$ cat config.mk
export PLATFORM = sky130hd
export DESIGN_NAME = dps_core
export DESIGN_NICKNAME = d
export VERILOG_FILES = /design/src/dps_pkg.sv /design/src/dps_core.sv
export SDC_FILE = /design/constraint.sdc
export NUM_CORES = 1
export LEC_CHECK = 0
export BUFFER_PORTS_ARGS = -buffer_cell sky130_fd_sc_hd__buf_4
export CORE_MARGIN = 2
export CORE_UTILIZATION = 44
export CTS_CLUSTER_DIAMETER = 100
export CTS_CLUSTER_SIZE = 10
export DETAILED_ROUTE_END_ITERATION = 8
export GPL_TIMING_DRIVEN = 0
export PLACE_DENSITY_LB_ADDON = 0.15
export SLEW_MARGIN = 10
export SYNTH_ARGS = -nofsm -noshare
export SYNTH_HDL_FRONTEND = slang
export SYNTH_SLANG_ARGS = --single-unit
$ cat constraint.sdc
create_clock -name clock_in -period 7.9 [get_ports clock_in]
set_input_delay 1.185 -clock clock_in [delete_from_list [all_inputs] [get_ports clock_in]]
set_output_delay 1.185 -clock clock_in [all_outputs]
set_load 0.01 [all_outputs]
$ cat src/dps_pkg.sv
package dps_pkg;
  localparam int DW = 32;
  localparam int AW = 16;
  localparam int MODE_DEF_W = 8;
  // object addresses, printed offsets used directly
  localparam logic [15:0] ADR_FE_REACT = 16'h3700;
  localparam logic [15:0] ADR_HOLD = 16'h3212;
  localparam logic [15:0] ADR_MOTION = 16'h3f00;
  localparam logic [15:0] ADR_CTRL = 16'h6040;
  localparam logic [15:0] ADR_STAT = 16'h6041;
  localparam logic [15:0] ADR_QS = 16'h605a;
  localparam logic [15:0] ADR_SD = 16'h605b;
  localparam logic [15:0] ADR_DO = 16'h605c;
  localparam logic [15:0] ADR_HALT = 16'h605d;
  localparam logic [15:0] ADR_FLT = 16'h605e;
  localparam logic [15:0] ADR_MODE = 16'h6060;
  localparam logic [15:0] ADR_MODE_ACT = 16'h6061;
  localparam logic [15:0] ADR_FE_WIN = 16'h6065;
  // control word bit positions
  localparam int CB_SO = 0;
  localparam int CB_EV = 1;
  localparam int CB_QS = 2;
  localparam int CB_EO = 3;
  localparam int CB_FR = 7;
  localparam int CB_HALT = 8;
  // reset values, and the all-ones window value that turns following error monitoring off
  localparam logic [15:0] CTRL_RST = 16'h0000;
  localparam logic [15:0] REACT_RST = 16'h0001;
  localparam logic [31:0] FE_WIN_RST = 32'h0000_0100;
  localparam logic [31:0] FE_WIN_OFF = 32'hffff_ffff;
  // reaction option codes
  localparam logic [15:0] RC_IMM = 16'h0000;
  localparam logic [15:0] RC_SLOW = 16'h0001;
  localparam logic [15:0] RC_QUICK = 16'h0002;
  // operating modes in which halt acts
  localparam logic [7:0] MD_PP = 8'h01;
  localparam logic [7:0] MD_VL = 8'h02;
  localparam logic [7:0] MD_PV = 8'h03;
  localparam logic [7:0] MD_PT = 8'h04;
  localparam logic [7:0] MD_IP = 8'h07;
  // status word: relevant bits and per-state codes
  localparam logic [15:0] SW_MASK = 16'h006f;
  localparam logic [15:0] SW_NOT_READY = 16'h0000;
  localparam logic [15:0] SW_SO_DIS = 16'h0040;
  localparam logic [15:0] SW_READY = 16'h0021;
  localparam logic [15:0] SW_SW_ON = 16'h0023;
  localparam logic [15:0] SW_OP_EN = 16'h0027;
  localparam logic [15:0] SW_QSTOP = 16'h0007;
  localparam logic [15:0] SW_FLT_REACT = 16'h000f;
  localparam logic [15:0] SW_FAULT = 16'h0008;
  typedef enum logic [3:0] {
    ST_NOT_READY = 4'h0, ST_SO_DIS = 4'h1, ST_READY = 4'h2,
    ST_SW_ON = 4'h3, ST_OP_EN = 4'h4, ST_QSTOP = 4'h5,
    ST_FLT_REACT = 4'h6, ST_FAULT = 4'h7, ST_RAMP = 4'h8,
    ST_LOCKED = 4'h9
  } dps_state_t;
  typedef enum logic [1:0] {
    BK_NONE = 2'h0, BK_IMM = 2'h1, BK_SLOW = 2'h2, BK_QUICK = 2'h3
  } dps_brake_t;
  typedef enum logic [2:0] {
    CMD_NONE = 3'h0, CMD_SHUTDOWN = 3'h1, CMD_SWITCH_ON = 3'h2,
    CMD_DIS_VOLT = 3'h3, CMD_QSTOP = 3'h4, CMD_ENABLE = 3'h5
  } dps_cmd_t;
  typedef struct packed {
    logic [AW-1:0] addr;
    logic [DW-1:0] wdata;
    logic wr;
    logic rd;
  } dps_bus_req_t;
  typedef struct packed {
    dps_brake_t brake;
    logic torque;
    logic [MODE_DEF_W-1:0] mode;
  } dps_drive_t;
endpackage

$ cat src/dps_core.sv
// Decided for this implementation: the plain strobed port.
`timescale 1ns/1ps
// Functional notes
// - state changes only come from control word writes (plus device events)
// - status word always shows present state, readable any time
// - bit7 low: shutdown x110, switch-on/disable-op 0111, enable 1111
// - disable voltage is bit1 low; quick stop bit2 low, bit1 high
// - fault reset only on bit7 rising edge; leaves fault state
// - status bits 6,5,3..0 encode state per fixed masks
// - after power-up self-test passes, enter switch-on-disabled
// - holding torque in switched-on only when option written 1
// - requested mode takes effect on reaching operation enabled
// - mode writes accepted only in disabled, ready, switched-on states
// - unrecoverable error locks into not-ready, commands ignored
// - quick stop code 0 immediate and stays in quick stop; 1 slow, 2 quick, then disabled
// - shutdown code 0 immediate, 1 slow ramp then disabled
// - disable-operation code 0 immediate, 1 slow ramp then disabled
// - halt bit applies halt code: 1 slow, 2 quick ramp
// - halt acts only in PP, VL, PV, PT, IP modes
// - fault brakes per fault code 0 immediate, 1 slow, 2 quick
// - following error brakes per its own code
// - following error monitoring off while window is all ones
module dps_core
#(
  parameter int MODE_W = 8
)
(
  input wire logic clock_in,
  input wire logic rst_in,
  input wire dps_pkg::dps_bus_req_t bus_in,
  output logic [dps_pkg::DW-1:0] rdata_out,
  input wire logic selftest_done_in,
  input wire logic selftest_pass_in,
  input wire logic fault_in,
  input wire logic unrecoverable_in,
  input wire logic following_error_in,
  input wire logic brake_done_in,
  output dps_pkg::dps_drive_t drive_out,
  output logic [15:0] status_out
);
  import dps_pkg::*;

  // mode field must fit the drive carrier
  if (MODE_W < 1 || MODE_W > MODE_DEF_W)
  begin : g_bad
    $error("MODE_W out of range");
  end
  dps_state_t state;
  dps_state_t next_state;
  dps_brake_t brake;
  dps_brake_t next_brake;
  dps_cmd_t cmd;
  logic [15:0] ctrl;
  logic [15:0] qs_code;
  logic [15:0] sd_code;
  logic [15:0] do_code;
  logic [15:0] halt_code;
  logic [15:0] flt_code;
  logic [15:0] fe_code;
  logic [31:0] fe_win;
  logic hold_opt;
  logic [MODE_W-1:0] mode_req;
  logic [MODE_W-1:0] mode_act;
  logic wr_ctrl;
  logic fr_edge;
  logic fe_event;
  logic mode_open;
  logic halt_on;
  dps_brake_t halt_brake;
  logic [DW-1:0] rd_val;

  // command decode, bit7 high carries no command
  function automatic dps_cmd_t decode(input logic [15:0] w);
    if (w[CB_FR])
      return CMD_NONE;
    else if (!w[CB_EV])
      return CMD_DIS_VOLT;
    else if (!w[CB_QS])
      return CMD_QSTOP;
    else if (!w[CB_SO])
      return CMD_SHUTDOWN;
    else if (!w[CB_EO])
      return CMD_SWITCH_ON;
    else
      return CMD_ENABLE;
  endfunction
  // reserved codes fall back to immediate stop, the safe choice
  function automatic dps_brake_t react(input logic [15:0] c,
                                       input logic quick_ok);
    if (c == RC_SLOW)
      return BK_SLOW;
    else if (c == RC_QUICK && quick_ok)
      return BK_QUICK;
    else
      return BK_IMM;
  endfunction
  // status word code for a state
  function automatic logic [15:0] encode(input dps_state_t s);
    unique case (s)
      ST_NOT_READY, ST_LOCKED: return SW_NOT_READY;
      ST_SO_DIS: return SW_SO_DIS;
      ST_READY: return SW_READY;
      ST_SW_ON, ST_RAMP: return SW_SW_ON;
      ST_OP_EN: return SW_OP_EN;
      ST_QSTOP: return SW_QSTOP;
      ST_FLT_REACT: return SW_FLT_REACT;
      ST_FAULT: return SW_FAULT;
      default: return SW_NOT_READY;
    endcase
  endfunction
  // write strobe and fault-reset edge against the stored bit7
  assign wr_ctrl = bus_in.wr && bus_in.addr == ADR_CTRL;
  assign fr_edge = wr_ctrl && bus_in.wdata[CB_FR] && !ctrl[CB_FR];
  assign cmd = wr_ctrl ? decode(bus_in.wdata[15:0]) : CMD_NONE;
  assign fe_event = following_error_in && fe_win != FE_WIN_OFF;
  assign mode_open = state == ST_SO_DIS || state == ST_READY ||
                     state == ST_SW_ON;
  // control word store
  always_ff @(posedge clock_in or posedge rst_in)
  begin
    if (rst_in)
      ctrl <= CTRL_RST;
    else if (wr_ctrl)
      ctrl <= bus_in.wdata[15:0];
  end
  // option codes and monitoring window
  always_ff @(posedge clock_in or posedge rst_in)
  begin
    if (rst_in)
    begin
      qs_code <= REACT_RST;
      sd_code <= REACT_RST;
      do_code <= REACT_RST;
      halt_code <= REACT_RST;
      flt_code <= REACT_RST;
      fe_code <= REACT_RST;
      fe_win <= FE_WIN_RST;
      hold_opt <= 1'b0;
    end
    else if (bus_in.wr)
    begin
      unique case (bus_in.addr)
        ADR_QS: qs_code <= bus_in.wdata[15:0];
        ADR_SD: sd_code <= bus_in.wdata[15:0];
        ADR_DO: do_code <= bus_in.wdata[15:0];
        ADR_HALT: halt_code <= bus_in.wdata[15:0];
        ADR_FLT: flt_code <= bus_in.wdata[15:0];
        ADR_FE_REACT: fe_code <= bus_in.wdata[15:0];
        ADR_FE_WIN: fe_win <= bus_in.wdata;
        ADR_HOLD: hold_opt <= bus_in.wdata[0] &&
                              bus_in.wdata[15:1] == 15'h0000;
        default: ;
      endcase
    end
  end
  // requested mode, refused while running
  always_ff @(posedge clock_in or posedge rst_in)
  begin
    if (rst_in)
      mode_req <= '0;
    else if (bus_in.wr && bus_in.addr == ADR_MODE && mode_open)
      mode_req <= bus_in.wdata[MODE_W-1:0];
  end
  // active mode only follows on entry to operation enabled
  always_ff @(posedge clock_in or posedge rst_in)
  begin
    if (rst_in)
      mode_act <= '0;
    else if (next_state == ST_OP_EN && state != ST_OP_EN)
      mode_act <= mode_req;
  end

  // power state graph; device events outrank commands
  always_comb
  begin
    next_state = state;
    if (state == ST_QSTOP || state == ST_RAMP || state == ST_FLT_REACT)
      next_brake = brake;
    else
      next_brake = BK_NONE;
    unique case (state)
      ST_NOT_READY:
        if (selftest_done_in)
          next_state = selftest_pass_in ? ST_SO_DIS : ST_LOCKED;
      ST_LOCKED: ;
      ST_SO_DIS:
        if (cmd == CMD_SHUTDOWN)
          next_state = ST_READY;
      ST_READY:
        if (cmd == CMD_SWITCH_ON)
          next_state = ST_SW_ON;
        else if (cmd == CMD_DIS_VOLT || cmd == CMD_QSTOP)
          next_state = ST_SO_DIS;
      ST_SW_ON:
        if (cmd == CMD_ENABLE)
          next_state = ST_OP_EN;
        else if (cmd == CMD_SHUTDOWN)
          next_state = ST_READY;
        else if (cmd == CMD_DIS_VOLT || cmd == CMD_QSTOP)
          next_state = ST_SO_DIS;
      ST_OP_EN:
        if (cmd == CMD_SWITCH_ON)
        begin
          next_brake = react(do_code, 1'b0);
          next_state = next_brake == BK_IMM ? ST_SW_ON : ST_RAMP;
        end
        else if (cmd == CMD_SHUTDOWN)
        begin
          next_brake = react(sd_code, 1'b0);
          next_state = next_brake == BK_IMM ? ST_READY : ST_RAMP;
        end
        else if (cmd == CMD_DIS_VOLT)
        begin
          next_brake = BK_IMM;
          next_state = ST_SO_DIS;
        end
        else if (cmd == CMD_QSTOP)
        begin
          next_brake = react(qs_code, 1'b1);
          next_state = ST_QSTOP;
        end
      ST_QSTOP:
        if (cmd == CMD_DIS_VOLT)
          next_state = ST_SO_DIS;
        else if (brake != BK_IMM && brake_done_in)
          next_state = ST_SO_DIS;
      ST_RAMP:
        if (cmd == CMD_DIS_VOLT || brake_done_in)
          next_state = ST_SO_DIS;
      ST_FLT_REACT:
        if (brake == BK_IMM || brake_done_in)
          next_state = ST_FAULT;
      ST_FAULT:
        if (fr_edge)
          next_state = ST_SO_DIS;
      default:
        next_state = ST_LOCKED;
    endcase
    // events that override any command in the same cycle
    if (state != ST_NOT_READY && state != ST_LOCKED &&
        state != ST_FLT_REACT && state != ST_FAULT)
    begin
      if (fault_in)
      begin
        next_brake = react(flt_code, 1'b1);
        next_state = ST_FLT_REACT;
      end
      else if (fe_event && (state == ST_OP_EN || state == ST_QSTOP ||
               state == ST_RAMP))
      begin
        next_brake = react(fe_code, 1'b1);
        next_state = ST_FLT_REACT;
      end
    end
    if (unrecoverable_in)
    begin
      next_brake = BK_IMM;
      next_state = ST_LOCKED;
    end
  end
  // state register
  always_ff @(posedge clock_in or posedge rst_in)
  begin
    if (rst_in)
      state <= ST_NOT_READY;
    else
      state <= next_state;
  end
  // braking request; immediate stop is a one-cycle pulse, two cycles after fault reaction, and holds in quick stop
  always_ff @(posedge clock_in or posedge rst_in)
  begin
    if (rst_in)
      brake <= BK_NONE;
    else
      brake <= next_brake;
  end
  // halt only while running and in a mode that supports it
  always_comb
  begin
    halt_on = 1'b0;
    halt_brake = BK_NONE;
    if (mode_act == MODE_W'(MD_PP) || mode_act == MODE_W'(MD_VL) ||
        mode_act == MODE_W'(MD_PV) || mode_act == MODE_W'(MD_PT) ||
        mode_act == MODE_W'(MD_IP))
      halt_on = state == ST_OP_EN && ctrl[CB_HALT];
    if (halt_on && halt_code == RC_SLOW)
      halt_brake = BK_SLOW;
    else if (halt_on && halt_code == RC_QUICK)
      halt_brake = BK_QUICK;
  end
  // drive outputs; torque held in switched-on only by option
  always_comb
  begin
    drive_out = '0;
    drive_out.brake = halt_brake != BK_NONE ? halt_brake : brake;
    drive_out.torque = state == ST_OP_EN || state == ST_QSTOP ||
                       state == ST_RAMP || state == ST_FLT_REACT ||
                       (state == ST_SW_ON && hold_opt);
    drive_out.mode = MODE_DEF_W'(mode_act);
  end

  assign status_out = encode(state);

  // read mux; unmapped addresses read zero
  always_comb
  begin
    rd_val = '0;
    unique case (bus_in.addr)
      ADR_CTRL: rd_val = {16'h0000, ctrl};
      ADR_STAT: rd_val = {16'h0000, status_out};
      ADR_QS: rd_val = {16'h0000, qs_code};
      ADR_SD: rd_val = {16'h0000, sd_code};
      ADR_DO: rd_val = {16'h0000, do_code};
      ADR_HALT: rd_val = {16'h0000, halt_code};
      ADR_FLT: rd_val = {16'h0000, flt_code};
      ADR_FE_REACT: rd_val = {16'h0000, fe_code};
      ADR_FE_WIN: rd_val = fe_win;
      ADR_HOLD: rd_val = {31'h0000_0000, hold_opt};
      ADR_MODE: rd_val = DW'(mode_req);
      ADR_MODE_ACT: rd_val = DW'(mode_act);
      ADR_MOTION: rd_val = {28'h000_0000, halt_on, state == ST_LOCKED,
                            drive_out.brake};
      default: rd_val = '0;
    endcase
  end

  // read data stand only in the cycle after the strobe
  always_ff @(posedge clock_in or posedge rst_in)
  begin
    if (rst_in)
      rdata_out <= '0;
    else
      rdata_out <= bus_in.rd ? rd_val : '0;
  end

  logic quiet;
  assign quiet = !fault_in && !following_error_in && !unrecoverable_in;
endmodule

==> results of run 1 <==
[worst paths after layout]
kind                                       to  slack [ns]  depth (start not counted)
worst max register to register    mode_act[5]        4.61                          7
worst max-delay path             drive_out[9]        3.90                          7
max in group asynchronous        halt_code[0]        6.11                          4
min in group asynchronous         sd_code[14]        0.63                          2
worst min-delay path            rdata_out[19]        0.50                          1
worst min register to register  rdata_out[19]        0.50                          1
[through the flow]
stage / setup slack, ns / util [%] / cells / setup TNS, ns / hold WS, ns
global route: 3.68 / 52.9 / 1223 / 0 / 0.520
global placement: -1.20 / 49.8 / 1189 / -227.37 / 0.486
CTS: 3.97 / 52.9 / 1223 / 0 / 0.505
detailed placement: 3.72 / 50.1 / 1191 / 0 / 0.487
finish: 3.90 / 52.9 / 1223 / 0 / 0.504
floorplan: 1.30 / - / 808 / 0 / 0.466
[sequential cells by signal (all words and copies together) (netlist names)]
name and flops:
fe_win 32, rdata_out 32, ctrl 16, do_code 16, fe_code 16, flt_code 16, halt_code 16, qs_code 16
sd_code 16, mode_act 8, mode_req 8, state 4, brake 2, hold_opt 1
[cell type report]
| class | count | area, um^2 | share of cell area (%) |
|---|---|---|---|
| flip-flops and latches | 199 | 4990 | 43.5 |
| multi-input cells | 538 | 4360 | 38.0 |
| repair buffers | 103 | 813 | 7.09 |
| clock buffers | 20 | 467 | 4.07 |
| well taps | 280 | 350 | 3.06 |
| plain buffers | 61 | 313 | 2.73 |
| clock inverters | 12 | 128 | 1.11 |
| inverters | 10 | 45.0 | 0.393 |
[kinds of logic after synthesis]
kind of cell    synth area share [%]
xor+xnor                       0.725
other cells                   0.0388
flops                           51.6
buf+inv                         3.63
simple gates                    12.5
compound gates                  11.3
mux                             20.2
[cells in the final DEF, fill, tap and decap left out, types with 11 or more instances in the layout]
cell / instances
dfrtp_1: 192
mux2_2: 142
buf_4: 113
o21ai_0: 36
nand2_1: 33
clkbuf_1: 28
nor4_1: 28
a21oi_1: 28
a222oi_1: 27
nor2_1: 20
and2_1: 20
nand4_1: 17
clkbuf_16: 17
buf_2: 12
nand2b_1: 11
[layer usage]
metal	routed length [um]	GRT usage [%]	vias to the layer above
li1	-	-	3276
met1	13000	37.0	3814
met2	13000	37.8	347
met3	2320	5.40	48
met4	911	9.48	0
met5	0	0	-
[power groups by stage]
stage          sequential, W  combinational, W  clock, W
2_1_floorplan        0.00106          0.000226         0
3_3_place_gp         0.00106          0.000367         0
3_5_place_dp         0.00106          0.000371         0
4_1_cts              0.00104          0.000373  0.000897
5_1_grt              0.00104          0.000411  0.000942
6_report             0.00104          0.000378  0.000888
==> impl_metrics.csv, run 1 <==
group,metric,value,unit
placement,dpl.hpwl,21400,um
worst_hold_path,hold_path.startpoint,"fe_win[19]",
route,wl,29200,um
pwr,switching_share,29.0,%
finish,antennaDiodeCount,0,
die,row_count,54,
finish,fillers,1949,
synth,synth_top_area_cell,"dfrtp_1",
placement,numPortBuffers,101,
pwr,power_frac_seq,45.0,%
run,maxCapViolCount,0,
synth,syn_inst,799,
cts,cts_tree,"yes",
die,start_util,44.6,%
outcome,status,"finished clean",
synth,synth_cell_type_count,70,
timing,hold_viol,0,
route,ant_nets,0,
timing,relSlewSlack,18.1,%
worst_setup_path,crit_path_max_fanout,10,
route,viasPerCell,6.12,
cts,cts_root_buf,"clkbuf_16",
synth,syn_area,9660,um^2
pwr,switchingPower,0.000668,W
synth,synth.most_common_cell,"dfrtp_1",
worst_setup_path,cp.required,6.71,ns
cts,numCtsBuffers,17,
route,via_count,7485,
timing,min_period,4.00,ns
worst_setup_path,cp-start-kind,"flip-flop",
cts,h-tree-depth,4,
cts,cts_max_path_buffers,2,
cts,path_clk_slew,0.08,ns
global_route,grt_max_degree,115,
pwr,p_clk_share,38.5,%
die,die_w,152,um
worst_setup_path,critical-path-max-stage-delay,0.65,ns
die,die_h,152,um
worst_setup_path,startpoint,"state[1]",
die,dieArea,23200,um^2
synth,yosys-top-cells-area,"dfrtp_1 (50%), mux2_2 (17%), a222oi_1 (2.8%), dfstp_2 (1.9%), o21ai_0 (1.9%)",
pwr,comb_power_share,16.4,%
worst_setup_path,arrival,2.82,ns
timing,worstMarginPinSlew,1.23,ns
worst_setup_path,crit_family,"simple AND/OR/NAND/NOR gates",
die,pin_count,117,
route,post_drt_wl_per_cell,23.9,um
worst_setup_path,crit_buf_inv,2,
finish,syn_to_final_growth,18.6,%
synth,ys_ff_latch,199,
worst_hold_path,min_path_type,"reg2reg",
pwr,internal_power,0.00164,W
synth,async_flop_share,100,%
cts,cts_resized,0,
worst_setup_path,path_class,"reg2out",
finish,fin_nets,988,
die,coreArea,21700,um^2
timing,finalClockSkew,0.0105,ns
worst_setup_path,r2r_start,"fe_win[8]",
global_route,grt_overflow,0,
synth,ys.warnings.count,0,
placement,postPlaceCellArea,10900,um^2
synth,avgSynthCellArea,12.1,um^2
worst_setup_path,slowest_stage,"or4_1",
synth,synth_top_area_share,49.7,%
route,drc_errors,0,
finish,fin_area,11500,um^2
cts,postCtsSetupBuffers,0,
cts,clk_latency,0.43,ns
route,drt_iter0_drc,851,
synth,ys_seq_area_share,51.6,%
global_route,track_usage,25.5,%
timing,drv_slew,0,
cts,clock-sinks,199,
synth,synth_edf_count,0,
finish,final_layout_size_suffix_gt1_share,36.3,%
timing,clock.fmax,250,MHz
timing,post-route-period-util,50.7,%
global_route,antenna_found_initial,0,
synth,synthTopCellsByCount,"dfrtp_1 (192), mux2_2 (142), o21ai_0 (36)",
timing,setup_viol,0,
synth,ys.flop_type,"dfrtp_1",
global_route,grt_pass1_wl,45200,um
pwr,p_leak,5.43,nW
route,drt_first_pass_iters,7,
pwr,power_density,201,nW/um^2
worst_setup_path,cp-end-kind,"output port",
worst_setup_path,crit_path_cell_trace,"clkbuf_1, nor2_1, nand3b_1, or4_1, o21ai_0, a21oi_1, buf_4",
cts,cts-hold-fix-buffers,0,
pwr,peakVddDrop,0.135,mV
pwr,power,0.00230,W
timing,rsz0062_at_grt,"no",
global_route,grt_pass1_vias,7374,
placement,gp_congestion,0.922,
Note: power is estimated with default switching activity, not from simulation.
==> inputs of run 2 (changes only) <==
- clock period: 7.9 -> 3.4 ns (I/O delays scaled with it)
==> impl_metrics.csv, run 2 (synthesis gave the netlist of run 1 again) <==
group,metric,value,unit
cts,numCtsBuffers,17,
pwr,peakVddDrop,0.350,mV
cts,clk_latency,0.44,ns
cts,h-tree-depth,4,
run,maxCapViolCount,0,
finish,antennaDiodeCount,0,
pwr,comb_power_share,16.6,%
timing,setup_viol,0,
finish,final_cells,1230,
timing,post-route-period-util,94.4,%
timing,hold_viol,0,
timing,drv_slew,0,
route,drt_iter0_drc,805,
placement,postPlaceCellArea,10900,um^2
worst_setup_path,r2r_slack,0.31,ns
finish,fin_util,53.3,%
global_route,grt_pass1_vias,7337,
die,die_w,152,um
die,dieArea,23200,um^2
cts,cts_tree,"yes",
outcome,status,"finished clean",
pwr,internal_power,0.00384,W
cts,clock-sinks,199,
timing,min_period,3.21,ns
finish,multi_input_area,4370,um^2
die,pin_count,117,
route,ant_nets,0,
route,via_count,7435,
finish,final_layout_size_suffix_gt1_share,36.8,%
worst_setup_path,cp-end-kind,"output port",
die,start_util,44.6,%
cts,path_clk_slew,0.07,ns
timing,relSlewSlack,23.6,%
timing,worstMarginPinSlew,1.15,ns
route,wl,29000,um
global_route,track_usage,25.5,%
worst_setup_path,path_class,"reg2out",
route,post_drt_wl_per_cell,23.6,um
global_route,grt_pass1_wl,45200,um
finish,final_common_cell,"dfrtp_1",
global_route,antenna_found_initial,1,
placement,placed_cells,1195,
placement,detailedPlace.worstSlack,-0.0941,ns
pwr,switchingPower,0.00159,W
route,wl_met1,12800,um
timing,tns,0,ns
finish,syn_to_final_growth,19.7,%
worst_setup_path,cp-start-kind,"flip-flop",
finish,top_regs,"fe_win: 32 flops, rdata_out: 32 flops",
worst_setup_path,startpoint,"halt_code[13]",
global_route,grt_max_degree,38,
timing,fin_ws,0.189,ns
finish,fin_nets,995,
route,drt_first_pass_iters,9,
route,viasPerCell,6.04,
die,row_count,54,
die,die_h,152,um
pwr,switching_share,29.3,%
placement,dpl.hpwl,21600,um
finish,final_cell_mix,"dfrtp_1 (192), mux2_2 (142), buf_4 (116)",
finish,seqCellArea,4990,um^2
route,dr_wl_met3,2670,um
placement,gp_congestion,0.924,
worst_setup_path,cp.required,2.89,ns
worst_setup_path,r2r_start,"fe_win[8]",
pwr,p_clk_share,39.0,%
die,coreArea,21700,um^2
global_route,grt_overflow,0,
route,highest_layer,"met4",
cts,cts-hold-fix-buffers,0,
worst_setup_path,crit_path_max_fanout,3,
timing,clock.fmax,311,MHz
pwr,power_frac_seq,44.4,%
route,wl_met2,12900,um
cts,cts_max_path_buffers,2,
placement,numPortBuffers,101,
finish,fillers,1955,
route,drc_errors,0,
pwr,power_density,469,nW/um^2
worst_setup_path,arrival,2.70,ns
cts,cts_root_buf,"clkbuf_16",
pwr,p_leak,5.47,nW
worst_hold_path,min_path_type,"in2async",
timing,finalClockSkew,0.0116,ns
finish,fin_area,11600,um^2
## run 2: cell types whose count changed in the layout (fill, tap and decap cells not counted), sizes merged
cell	before	now
clkbuf	48	45
clkinvlp	0	2
clkinv	3	4
buf	136	143
bufinv	1	2
inv	18	17
## run 2: repair_timing
action                                  CTS  global route
endpoints found under the setup margin    0             6
gates resized for setup                   0             1
buffers inserted                          0             3
## run 2: final timing paths
check / to / cells after the start
max in group asynchronous: fe_code[0] / 4
setup / recovery: drive_out[9] / 6
hold / removal: hold_opt / 2
hold reg to reg: rdata_out[17] / 1
setup reg to reg: mode_act[4] / 7
min in group clock_in: fe_win[27] / 2
## run 2: routing by layer
layer / up-vias / global-route usage, %
met4: 0 / 8.28
met2: 342 / 38.1
li1: 3304 / -
met3: 45 / 6.83
met1: 3744 / 36.3
met5: - / 0
## run 2: stage by stage
| stage | hold WS [ns] | power (W) |
|---|---|---|
| after floorplan | 0.466 | 0.00298 |
| after global placement | 0.486 | 0.00331 |
| after detailed placement | 0.490 | 0.00333 |
| after CTS | 0.0918 | 0.00543 |
| after global routing | 0.0979 | 0.00564 |
| final | 0.0879 | 0.00543 |
## run 2: critical path, stage by stage, from the launching register on
cell	delay, ns
dfrtp_1	0.40
nor4_1	0.42
nand4_1	0.32
nor4_1	0.45
a21oi_1	0.12
a21oi_1	0.34
buf_4	0.20
## run 2: power by group through the flow
stage | Sequential (W) | Combinational (W) | Clock, W
after detailed placement | 0.00246 | 0.000873 | 0
after global routing | 0.00241 | 0.000984 | 0.00224
after CTS | 0.00241 | 0.000876 | 0.00214
after floorplan | 0.00245 | 0.000526 | 0
after global placement | 0.00246 | 0.000849 | 0
final | 0.00241 | 0.000904 | 0.00212
## run 2: cell type report
cell class	instances	share of cell area, %
Sequential cell	199	43.1
Clock buffer	17	3.68
Inverter	10	0.357
Clock inverter	15	1.59
Timing Repair Buffer	110	7.79
Multi-Input combinational cell	538	37.7
Tap cell	280	3.03
Buffer	61	2.70
==> inputs of run 3 (changes only) <==
- CORE_UTILIZATION: 44 -> 45
- CTS_BUF_LIST: unset -> sky130_fd_sc_hd__clkbuf_16
==> impl_metrics.csv, run 3 (synthesis gave the netlist of run 1 again) <==
group,metric,value,unit
pwr,p_leak,5.43,nW
timing,setup_viol,0,
die,start_util,46.0,%
cts,cts-hold-fix-buffers,0,
global_route,antenna_found_initial,0,
route,wl,28400,um
worst_setup_path,r2r_start,"fe_win[8]",
timing,min_period,3.34,ns
finish,top_regs,"fe_win: 32 flops, rdata_out: 32 flops",
worst_hold_path,min_path_type,"in2async",
run,maxCapViolCount,0,
worst_setup_path,critical-path-max-stage-delay,0.68,ns
timing,clock.fmax,300,MHz
worst_setup_path,crit_path_max_fanout,8,
timing,worstMarginPinSlew,1.11,ns
worst_setup_path,cp-start-kind,"flip-flop",
cts,path_clk_slew,0.07,ns
worst_setup_path,rr_worst_depth,7,
worst_setup_path,path_class,"reg2reg",
route,drt_iter0_drc,776,
timing,finalClockSkew,0.00924,ns
timing,tns,0,ns
worst_setup_path,arrival,3.66,ns
finish,syn_to_final_growth,19.1,%
global_route,grt_pass1_vias,7137,
die,die_w,151,um
pwr,peakVddDrop,0.353,mV
worst_setup_path,cp-end-kind,"flip-flop",
global_route,grt_max_degree,38,
timing,post-route-period-util,98.1,%
worst_setup_path,reg2reg_to,"mode_act[2]",
route,dr_wl_met3,2080,um
finish,fin_util,54.7,%
finish,final_cell_mix,"dfrtp_1 (192), mux2_2 (142), buf_4 (116)",
cts,clock-sinks,199,
placement,numPortBuffers,101,
die,dieArea,22700,um^2
worst_setup_path,cp.required,3.73,ns
finish,final_layout_size_suffix_gt1_share,36.8,%
finish,final_common_cell,"dfrtp_1",
global_route,grt_overflow,0,
timing,drv_slew,0,
route,post_drt_wl_per_cell,23.2,um
global_route,track_usage,25.4,%
die,die_h,151,um
worst_setup_path,slowest_stage,"nor4_1",
timing,hold_viol,0,
route,drc_errors,0,
route,viasPerCell,6.05,
die,row_count,53,
cts,h-tree-depth,4,
route,highest_layer,"met4",
finish,fin_nets,995,
die,coreArea,21000,um^2
timing,hold_slack,0.0609,ns
finish,fillers,1867,
route,ant_nets,0,
cts,clk_latency,0.45,ns
cts,cts_max_path_buffers,2,
pwr,power_density,454,nW/um^2
worst_setup_path,crit_path_cell_trace,"nand4_1, nor4_1, nand2_1, o221ai_1, o211a_1, nand4_4, mux2_1",
cts,numCtsBuffers,17,
placement,gp_congestion,0.945,
timing,rsz0062_at_grt,"no",
route,wl_met2,13000,um
global_route,grt_pass1_wl,42900,um
finish,antennaDiodeCount,0,
die,pin_count,117,
placement,dpl.hpwl,21200,um
timing,relSlewSlack,26.2,%
route,wl_met1,12700,um
cts,cts_root_buf,"clkbuf_16",
worst_setup_path,r2r_slack,0.06,ns
outcome,status,"finished clean",
route,via_count,7406,
cts,cts_tree,"yes",
route,drt_first_pass_iters,7,
-- run 3: cell types whose count changed in the layout (fill, tap and decap cells not counted), sizes merged --
cell | before | now
inv | 17 | 16
clkinvlp | 2 | 5
bufinv | 2 | 0
-- run 3: repair_timing --
item,4_1_cts,5_1_grt
setup buffers,0,3
gates resized for setup,0,2
endpoints found under the setup margin,0,3
-- run 3: critical path: cells and delay by family, from the launching register on --
family / cells / cell delay (ns)
multiplexers: 1 / 0.39
AND/OR/NAND/NOR: 4 / 1.29
flip-flops: 1 / 0.55
AO/OA/AOI/OAI: 2 / 0.98
-- run 3: through the flow --
stage | cell area, um^2 | std cells | total power [W] | setup slack (ns)
floorplan | 9700 | 808 | 0.00298 | 0.321
global placement | 10800 | 1184 | 0.00331 | -1.03
detailed placement | 10900 | 1190 | 0.00333 | 0.104
CTS | 11500 | 1222 | 0.00523 | 0.0831
global route | 11500 | 1225 | 0.00541 | 0.0629
finish | 11500 | 1225 | 0.00522 | 0.0648
-- run 3: power by group --
group          total, W  internal [W]  switching (W)
logic          0.000889      0.000318       0.000571
registers       0.00241       0.00240      0.0000162
clock network   0.00192      0.000954       0.000966
total           0.00522       0.00367        0.00155
-- run 3: worst max-delay path by stage --
| stage | startpoint | to |
|---|---|---|
| floorplan | rst_in | brake[0] |
| global placement | rst_in | rdata_out[26] |
| detailed placement | bus_in[35] | fe_code[9] |
| CTS | state[1] | drive_out[9] |
| global route | fe_win[8] | mode_act[3] |
| finish | fe_win[8] | mode_act[2] |
-- run 3: layout make-up --
cell class	instances	area, um^2	share of cell area (%)
Clock buffer	17	425	3.70
Inverter	10	41.3	0.359
Buffer	61	313	2.72
Timing Repair Buffer	110	901	7.83
Multi-Input combinational cell	538	4370	38.0
Clock inverter	15	123	1.07
Tap cell	275	344	2.99
Sequential cell	199	4990	43.4
-- run 3: per-layer routing --
metal  vias to the layer above  track usage, %
met2                       289            38.8
met1                      3777            36.6
li1                       3297               -
met3                        43            5.52
met4                         0            7.26
met5                         -               0
